[config.mk]
export PLATFORM = sky130hd
export DESIGN_NAME = upper_io_port_change_int
export DESIGN_NICKNAME = d
export VERILOG_FILES = /design/src/design/upio_pkg.sv /design/src/design/upper_io_port_change_int.sv
export SDC_FILE = /design/constraint.sdc
export NUM_CORES = 1
export LEC_CHECK = 0
export ABC_AREA = 1
export ABC_CLOCK_PERIOD_IN_PS = 1600
export BUFFER_PORTS_ARGS = -buffer_cell sky130_fd_sc_hd__buf_2
export CORE_MARGIN = 2
export CORE_UTILIZATION = 30
export CTS_BUF_LIST = sky130_fd_sc_hd__clkbuf_8
export DETAILED_ROUTE_END_ITERATION = 10
export GPL_ROUTABILITY_DRIVEN = 0
export HOLD_SLACK_MARGIN = 0.15
export PLACE_DENSITY = 0.6
export SYNTH_ARGS = -nofsm -noshare
export SYNTH_HDL_FRONTEND = slang
export SYNTH_SLANG_ARGS = --single-unit
[constraint.sdc]
create_clock -name sys_clk -period 1.6 [get_ports sys_clk]
set_input_delay 0.32 -clock sys_clk [delete_from_list [all_inputs] [get_ports sys_clk]]
set_output_delay 0.32 -clock sys_clk [all_outputs]
set_load 0.005 [all_outputs]
[src/design/upio_pkg.sv]
// Constants and types for the upper I/O port with change interrupt
package upio_pkg;
  // Register indices; byte address is four times the index
  localparam logic [7:0] IDX_PORT    = 8'h06;
  localparam logic [7:0] IDX_OPTION  = 8'h81;
  localparam logic [7:0] IDX_DIR     = 8'h86;
  localparam logic [7:0] IDX_CORE_INTERRUPT_CONTROL  = 8'h8b;
  localparam logic [7:0] IDX_IRQ_STS = 8'h90;
  localparam logic [7:0] IDX_IRQ_MSK = 8'h91;
  localparam int         ADDR_W      = 12;
  // Option register fields
  localparam int OPT_PULLUP_DIS_N = 7;
  localparam int OPT_EDGE_SEL     = 6;
  // Control register fields
  localparam int IC_CHG_FLAG  = 0;
  localparam int IC_EXT_FLAG  = 1;
  localparam int IC_CHG_EN    = 3;
  localparam int IC_EXT_EN    = 4;
  localparam int IC_GLOBAL_EN = 7;
  // Sticky status bit positions
  localparam int ST_CHG = 0;
  localparam int ST_EXT = 1;
  // Values after reset
  localparam logic [7:0] RST_OPTION = 8'hff;
  localparam logic [7:0] RST_DIR    = 8'hff;
  localparam logic [7:0] RST_CORE_INTERRUPT_CONTROL = 8'h00;
  localparam logic [7:0] RST_LATCH  = 8'h00;
  localparam logic [1:0] RST_IRQ    = 2'h0;
  // Decoded register selection
  typedef enum logic [2:0] {
    SEL_NONE, SEL_PORT, SEL_OPTION, SEL_DIR,
    SEL_CORE_INTERRUPT_CONTROL, SEL_STS, SEL_MSK
  } reg_sel_t;
endpackage : upio_pkg

[src/design/upper_io_port_change_int.sv]
// Upper I/O port: pins, pull-ups, change and edge interrupts, APB regs
//
// Register access over APB was left to the implementer.
`timescale 1ns/100ps
`default_nettype none
module upper_io_port_change_int
  import upio_pkg::*;
(
  input  wire logic              sys_clk,     // 40 MHz core clock
  input  wire logic              rst,         // Sync reset, high
  input  wire logic              ce,          // Low freezes all state
  input  wire logic              psel,        // APB select
  input  wire logic              penable,     // APB access phase
  input  wire logic              pwrite,      // APB direction
  input  wire logic [ADDR_W-1:0] paddr,       // APB byte address
  input  wire logic [31:0]       pwdata,      // APB write data
  output logic      [31:0]       prdata,      // APB read data
  output logic                   pready,      // APB ready
  output logic                   pslverr,     // Unmapped access
  input  wire logic [7:0]        pin_in,      // Pin levels
  output logic      [7:0]        pin_out,     // Driven levels
  output logic      [7:0]        pin_oe_n,    // Low while driving
  output logic      [7:0]        pullup_en,   // Weak pull-up on
  input  wire logic              sleep_mode,  // Core is asleep
  output logic                   wake_req,    // Wake the core
  output logic                   core_irq,    // Core interrupt
  output logic                   irq          // Masked status irq
);

  // Whole block state in one record
  typedef struct packed {
    logic [7:0]  out_latch;  // Output data latch
    logic [7:0]  dir;        // One = input
    logic [7:0]  option;     // Pull-up and edge control
    logic [7:0]  core_interrupt_control;     // Flags and enables
    logic [3:0]  ref_val;    // Reference of pins 7..4
    logic        pin0_prev;  // Last sample of pin 0
    logic [1:0]  irq_sts;    // Sticky event bits
    logic [1:0]  irq_msk;    // Mask of the same layout
    logic [31:0] prdata;     // Read data, loaded at setup
  } state_t;

  state_t st_ff;   // Registered state
  state_t nxt_st;  // Next state

  // Address to register selection, used by read and write paths
  function automatic reg_sel_t decode(input logic [ADDR_W-1:0] a);
    reg_sel_t s;
    s = SEL_NONE;
    // Only aligned words are mapped
    if (a[1:0] == 2'h0)
    begin
      case (a[ADDR_W-1:2])
        10'(IDX_PORT):    s = SEL_PORT;
        10'(IDX_OPTION):  s = SEL_OPTION;
        10'(IDX_DIR):     s = SEL_DIR;
        10'(IDX_CORE_INTERRUPT_CONTROL):  s = SEL_CORE_INTERRUPT_CONTROL;
        10'(IDX_IRQ_STS): s = SEL_STS;
        10'(IDX_IRQ_MSK): s = SEL_MSK;
        default:          s = SEL_NONE;
      endcase
    end
    return s;
  endfunction : decode

  reg_sel_t   sel;       // Current decode
  logic       setup;     // APB setup cycle
  logic       acc;       // APB access cycle
  logic       wr;        // Write takes effect
  logic       rd;        // Read completes
  logic       port_acc;  // Any port read or write
  logic [3:0] mismatch;  // Per-pin change compare
  logic       chg;       // Any change mismatch
  logic       ext_edge;  // Selected edge on pin 0

  // Bus phase decode
  always_comb
  begin
    sel      = decode(paddr);
    setup    = psel && !penable;
    acc      = psel && penable;
    wr       = acc && pwrite && (sel != SEL_NONE);
    rd       = acc && !pwrite && (sel != SEL_NONE);
    port_acc = (wr || rd) && (sel == SEL_PORT);
  end

  // Event detection
  always_comb
  begin
    // Output pins drop out of the compare
    mismatch = (pin_in[7:4] ^ st_ff.ref_val) & st_ff.dir[7:4];
    chg      = |mismatch;
    // Edge polarity chosen by option bit 6
    if (st_ff.option[OPT_EDGE_SEL])
      ext_edge = pin_in[0] && !st_ff.pin0_prev;
    else
      ext_edge = !pin_in[0] && st_ff.pin0_prev;
  end

  // Next state: software effects first, hardware sets last
  always_comb
  begin
    nxt_st = st_ff;
    nxt_st.pin0_prev = pin_in[0];
    // Read data is captured in setup so it comes from a flop
    if (setup)
    begin
      case (sel)
        SEL_PORT:   nxt_st.prdata = {24'h0, pin_in};
        SEL_OPTION: nxt_st.prdata = {24'h0, st_ff.option};
        SEL_DIR:    nxt_st.prdata = {24'h0, st_ff.dir};
        SEL_CORE_INTERRUPT_CONTROL: nxt_st.prdata = {24'h0, st_ff.core_interrupt_control};
        SEL_STS:    nxt_st.prdata = {30'h0, st_ff.irq_sts};
        SEL_MSK:    nxt_st.prdata = {30'h0, st_ff.irq_msk};
        default:    nxt_st.prdata = 32'h0;
      endcase
    end
    // Register writes
    if (wr)
    begin
      case (sel)
        SEL_PORT:   nxt_st.out_latch = pwdata[7:0];
        SEL_OPTION: nxt_st.option    = pwdata[7:0];
        SEL_DIR:    nxt_st.dir       = pwdata[7:0];
        SEL_CORE_INTERRUPT_CONTROL: nxt_st.core_interrupt_control    = pwdata[7:0];
        SEL_MSK:    nxt_st.irq_msk   = pwdata[1:0];
        default:    nxt_st.irq_msk   = nxt_st.irq_msk;
      endcase
    end
    // Port read or write relatches the reference
    if (port_acc)
      nxt_st.ref_val = pin_in[7:4];
    // Status clears on read, but only the bits that the read returned,
    // so an event landing in the setup cycle is not lost
    if (rd && (sel == SEL_STS))
      nxt_st.irq_sts = st_ff.irq_sts & ~st_ff.prdata[1:0];
    // Set wins over a same-cycle clear; mismatch re-sets each cycle
    if (chg)
    begin
      nxt_st.core_interrupt_control[IC_CHG_FLAG] = 1'b1;
      nxt_st.irq_sts[ST_CHG]     = 1'b1;
    end
    if (ext_edge)
    begin
      nxt_st.core_interrupt_control[IC_EXT_FLAG] = 1'b1;
      nxt_st.irq_sts[ST_EXT]     = 1'b1;
    end
  end

  // State register; reset wins over the clock enable
  always_ff @(posedge sys_clk)
  begin
    if (rst)
    begin
      st_ff.out_latch <= RST_LATCH;
      st_ff.dir       <= RST_DIR;
      st_ff.option    <= RST_OPTION;
      st_ff.core_interrupt_control    <= RST_CORE_INTERRUPT_CONTROL;
      st_ff.ref_val   <= 4'h0;
      st_ff.pin0_prev <= 1'b0;
      st_ff.irq_sts   <= RST_IRQ;
      st_ff.irq_msk   <= RST_IRQ;
      st_ff.prdata    <= 32'h0;
    end
    else if (ce)
      st_ff <= nxt_st;
  end

  // Pin drivers and pull-ups
  always_comb
  begin
    pin_oe_n = st_ff.dir;       // One floats the pin
    pin_out  = st_ff.out_latch; // Latch drives output pins
    // Global enable, then forced off on outputs
    pullup_en = {8{~st_ff.option[OPT_PULLUP_DIS_N]}} & st_ff.dir;
  end

  // Interrupt and wake outputs
  always_comb
  begin
    core_irq = st_ff.core_interrupt_control[IC_GLOBAL_EN] &&
      ((st_ff.core_interrupt_control[IC_CHG_FLAG] && st_ff.core_interrupt_control[IC_CHG_EN]) ||
       (st_ff.core_interrupt_control[IC_EXT_FLAG] && st_ff.core_interrupt_control[IC_EXT_EN]));
    // Wake ignores the global enable so a key press ends sleep
    wake_req = sleep_mode && st_ff.core_interrupt_control[IC_CHG_EN] &&
      st_ff.core_interrupt_control[IC_CHG_FLAG];
    irq = |(st_ff.irq_sts & st_ff.irq_msk);
  end

  // Zero wait states; unmapped words answer with an error
  always_comb
  begin
    pready  = 1'b1;
    pslverr = acc && (sel == SEL_NONE);
    prdata  = st_ff.prdata;
  end
endmodule : upper_io_port_change_int
`default_nettype wire

-- Yosys cells after proc, flatten, opt, wreduce, memory -nomap -nowiden
Index checks and enable logic that the tools add are counted.
- flip-flop bits (word level): 73
- output and inout port bits: 61
- bits of input ports: 59
- logic and storage cells: 86
- multiplexer cells: 11
- equality and inequality tests: 12
- bitwise gates (word level): 7
- reduce and logical (&&, ||, !) cells: 44
- operators by type and width (cell ; count):
    $eq 10x8->1 const B ; 5
    $pmux 8 s6 ; 1
    $reduce_and 3->1 ; 7
    $pmux 3 s6 ; 1
    $logic_and 1x1->1 ; 16
    $reduce_bool 2->1 ; 6
    $eq 10x3->1 const B ; 1
    $eq 3x3->1 const B ; 3
    $and 8x8->8 ; 1
    $reduce_and 2->1 ; 4
    $eq 3x2->1 const B ; 2
    $mux 2 ; 3
    $mux 1 ; 5
    $and 2x2->2 ; 2
    $and 4x4->4 ; 1
    $logic_not 1->1 ; 4
    $reduce_or 4->1 ; 1
    $xor 4x4->4 ; 1
    $eq 3x1->1 const B ; 1
    $logic_not 3->1 ; 1
    $mux 3 ; 1
    $reduce_bool 3->1 ; 1
    $logic_not 2->1 ; 1
    $logic_or 1x1->1 ; 2
    3 further kinds ; 3

-- Longest topological paths before layout
- word-level depth: 8
- mapped depth: 14
- gate-level depth less buffers: 14

-- Worst setup path after synthesis
Ideal clock, no wire load.
- path type: in2reg
- start point: in paddr[11]
- end point: reg st_ff[55] in the netlist's numbering
- path buffers: 1
- setup time: 138 ps
- path slack: -24 ps
- data arrival time: 1486 ps
- stages: 11
- required time: 1462 ps
- cells stage by stage: inv_1 nand2_2 nor2_8 nand3_2 nand2_4 nand2_4 nand2_4 nand4_2 buf_2 nand2_1 o211ai_1
- longest elaborated chain between the ends: 6
- elaborated cells on any way between the ends: 12
- classes of those cells: 7 x eq/ne; 2 x mux; 3 x reduce/logical
- RTL lines (item ; RTL line ; RTL):
    from (decl) ; upper_io_port_change_int.sv:15 ; input wire logic [ADDR_W-1:0] paddr,
    $eq 10x8->1 / $eq 10x3->1 (equally long branches) ; upper_io_port_change_int.sv:53 ; case (a[ADDR_W-1:2])
    $pmux 3 s6 (*) ; upper_io_port_change_int.sv:53 ;
    $mux 3 (*) ; upper_io_port_change_int.sv:51 ; if (a[1:0] == 2'h0)
    $reduce_bool 3->1 ; upper_io_port_change_int.sv:82 ; wr = acc && pwrite && (sel != SEL_NONE);
    $logic_and 1x1->1 ; upper_io_port_change_int.sv:82 ;
    $reduce_and 3->1 (no source line) (*) ; n/a ;
    to (signal assigned) ; upper_io_port_change_int.sv:166 ; st_ff <= nxt_st;
    to (decl) ; upper_io_port_change_int.sv:43 ; state_t st_ff;
Every way passes the cells marked *; elsewhere a longest branch is shown, timed or not.
A chain may end at the register's enable or synchronous reset.

-- Worst setup path in the final report
- start point: in paddr[3]
- end point: out pslverr
- longest elaborated chain between the ends: 5
- elaborated cells on any way between the ends: 10
- classes of those cells: 6 x eq/ne; 2 x mux; 2 x reduce/logical
- RTL lines (item ; RTL line ; RTL):
    $eq 10x8->1 / $eq 10x3->1 (equally long branches) ; upper_io_port_change_int.sv:53 ;
    $pmux 3 s6 (*) ; upper_io_port_change_int.sv:53 ;
    $mux 3 (*) ; upper_io_port_change_int.sv:51 ;
    $logic_not 3->1 (*) ; upper_io_port_change_int.sv:194 ; pslverr = acc && (sel == SEL_NONE);
    $logic_and 1x1->1 (*) ; upper_io_port_change_int.sv:194 ;
    to (decl) ; upper_io_port_change_int.sv:19 ; output logic pslverr,
Marks and branches as above.

==> run_results.csv <==
group,metric,value,unit
status,outcome,"finished, final reports clean",
final_layout,insertedDiodeCount,0,
global_routing,grt_pass1_vias,2470,
final_layout,final_cell_mix,"buf_2, nand2_1, dfxtp_1",
critical_path,cp.arrival,1.27,ns
power,ir_drop,0.531,mV
cts,clk_latency,0.30,ns
cts,htreeDepth,2,
route,drc_errors,0,
power,combPwrFrac,9.9,%
power,pwr-share-clk,37.4,%
floorplan,dieArea,10800,sq um
sta,setup_viol,0,
critical_path,cp.required,1.28,ns
placement,place_area,3380,sq um
cts,cts_buffers,5,
global_routing,grt.total_usage,13.6,%
final_layout,drive_gt1_share,36.2,%
sta,period_share,99.4,%
route,first_pass_iters,4,
power,switching_power,0.000565,W
critical_path,slowest_delay,0.13,ns
floorplan,die_x,104,microns
route,first_iter_violations,103,
sta,rsz0062_at_grt,"true",
cts,clk_path_buf_depth,2,
global_routing,grt_pass1_wl,12.2,mm
power,power_frac_seq,52.7,%
placement,dp_hpwl,5.61,mm
synth,yosysTopAreaCellShare,32.9,%
floorplan,start_util,30.7,%
route,wl_per_cell,12.3,microns
synth,syn_area,2980,sq um
cts,clkSlewWorstSetupHoldPaths,0.09,ns
floorplan,io_pins,120,
synth,synth_top_cell_by_area,"dfxtp_1",
sta,tns,0,ns
synth,yosysUniqueCellTypes,32,
power,switching_share,24.1,%
global_routing,antenna_found_initial,0,
route,wirelength,7.41,mm
synth,ys_seq_area_share,32.9,%
route,via_count,2637,
sta,skew,0.00754,ns
synth,ys_top_cells_by_area,"dfxtp_1, buf_4, nand2_1",
final_layout,fill_cells,1048,
route,drt.antenna.violating_nets,0,
floorplan,core_area,9730,sq um
critical_path,crit_buf_inv,3,
synth,syn_avg_cell_area,7.49,sq um
power,power.internal,0.00178,W
sta,fmax,628,MHz
final_layout,fin_area,3760,sq um
sta,maxSlewViolCount,0,
power,p_leak,1.92,nW
cts,cts_tree,"built",
critical_path,critical_path.cell_chain,"buf_2 > inv_2 > nand2_2 > nor2_4 > nand3_4 > nand2_4 > nand2_8 > nand3_4 > nor2_4 > buf_2",
power,fin_total_pwr,0.00234,W
cts,clockRootBuffer,"clkbuf_8",
critical_path,setup.worst_path.class,"in2out",
final_layout,final_nets,529,
sta,hold_viol_final,0,
placement,numPortBuffers,70,
cts,cts.sinks,49,
synth,yosys_warnings,0,
job,cap_violations,0,
floorplan,num_rows,36,
critical_path,crit_family,"simple AND/OR/NAND/NOR gates",
power,power_density,624,nW/um^2
critical_path,startpoint_type,"primary input",
final_layout,mostFrequentLayoutCell,"buf_2",
global_routing,overflow,0,
hold_path,min_path_type,"in2reg",
cts,cts_hold_buf,0,
global_routing,grt_max_degree,40,
synth,synth_seq_cells,49,
critical_path,slowest_stage,"nor2_4",
critical_path,crit_fanout,4,
route,via_per_inst,4.37,
sta,min_period,1.59,ns
critical_path,end_kind,"output port",
final_layout,area_growth,26.0,%
floorplan,die_h,104,microns
synth,synthCells,398,
==> metrics by stage <==
stage,utilization (%),setup WS [ns],hold slack [ns],cells
floorplan,-,0.00838,0.434,421
global placement,34.7,-0.197,0.448,586
detailed placement,34.7,-0.225,0.450,586
CTS,36.5,0.00624,0.306,596
global route,38.6,-0.0593,0.332,603
finish,38.6,0.00888,0.315,603
==> final cells by class <==
cell class	count	area, sq um	area share [%]
clock buffer	5	68.8	1.83
tap	133	166	4.43
inverter	43	171	4.56
sequential	49	981	26.1
clock inverter	2	38.8	1.03
timing repair buffer	104	732	19.5
multi-input combinational	267	1600	42.6
==> worst register-to-register path: stages, from the launching register on <==
cell	delay, ns
dfxtp_1	0.42
inv_1	0.08
a21oi_1	0.10
o21ai_0	0.09
o2111ai_1	0.14
nand2_1	0.14
o211ai_1	0.11
nand2_1	0.07
inv_1	0.05
==> cells by family after synthesis <==
family	Yosys count	synth area share [%]
compound gates	85	16.9
other cells	2	0.252
buf+inv	106	21.1
xor+xnor	1	0.294
flops	49	32.9
simple gates	155	28.6
==> layer usage <==
metal  wire, microns  global-route usage (%)  share of wire, %  vias to the layer above
met4              19                    1.74              0.26                        0
li1                -                       -                 -                     1371
met1            3450                    18.5                46                     1185
met3             379                    2.58               5.1                        2
met2            3570                    23.1                48                       79
met5               0                       0                 0                        -
==> power by group through the flow <==
| stage | Clock [W] | Combinational, W | Sequential (W) |
|---|---|---|---|
| CTS | 0.000898 | 0.000213 | 0.00123 |
| detailed placement | 0 | 0.000205 | 0.00126 |
| floorplan | 0 | 0.000152 | 0.00126 |
| global placement | 0 | 0.000200 | 0.00126 |
| global route | 0.000949 | 0.000257 | 0.00124 |
| finish | 0.000876 | 0.000232 | 0.00123 |
==> cells in the mapped netlist (all sizes together) <==
library cell,number
a21boi,1
nand4,7
o31ai,1
nand3b,1
a21oi,35
buf,58
nand2,82
a31oi,1
nand3,34
dfxtp,49
conb,2
o2111ai,1
nor2,31
a21o,1
clkbuf,5
a22o,1
xnor2,1
inv,43
o211ai,17
o21ai,27
==> final timing paths <==
| check | start | cells after the start | end | slack (ns) |
|---|---|---|---|---|
| max | paddr[3] | 10 | pslverr | 0.009 |
| min reg2reg | prdata[2] | 2 | prdata[2] | 0.46 |
| min | pwdata[2] | 3 | st_ff[43] | 0.32 |
| max reg2reg | pin_oe_n[7] | 8 | st_ff[41] | 0.36 |
==> timing repair <==
item                       4_1_cts  5_1_grt
setup endpoints to repair        1       39
pin swaps                        8       19
gates cloned                     0        2
gates resized for setup          9       39
setup buffers                    3        5
==> flip-flops by register name (all words and copies together) (netlist names) <==
name,cells
pin_oe_n,8
pin_out,8
prdata,8
st_ff,25
Note: power is estimated with default switching activity, not from simulation.
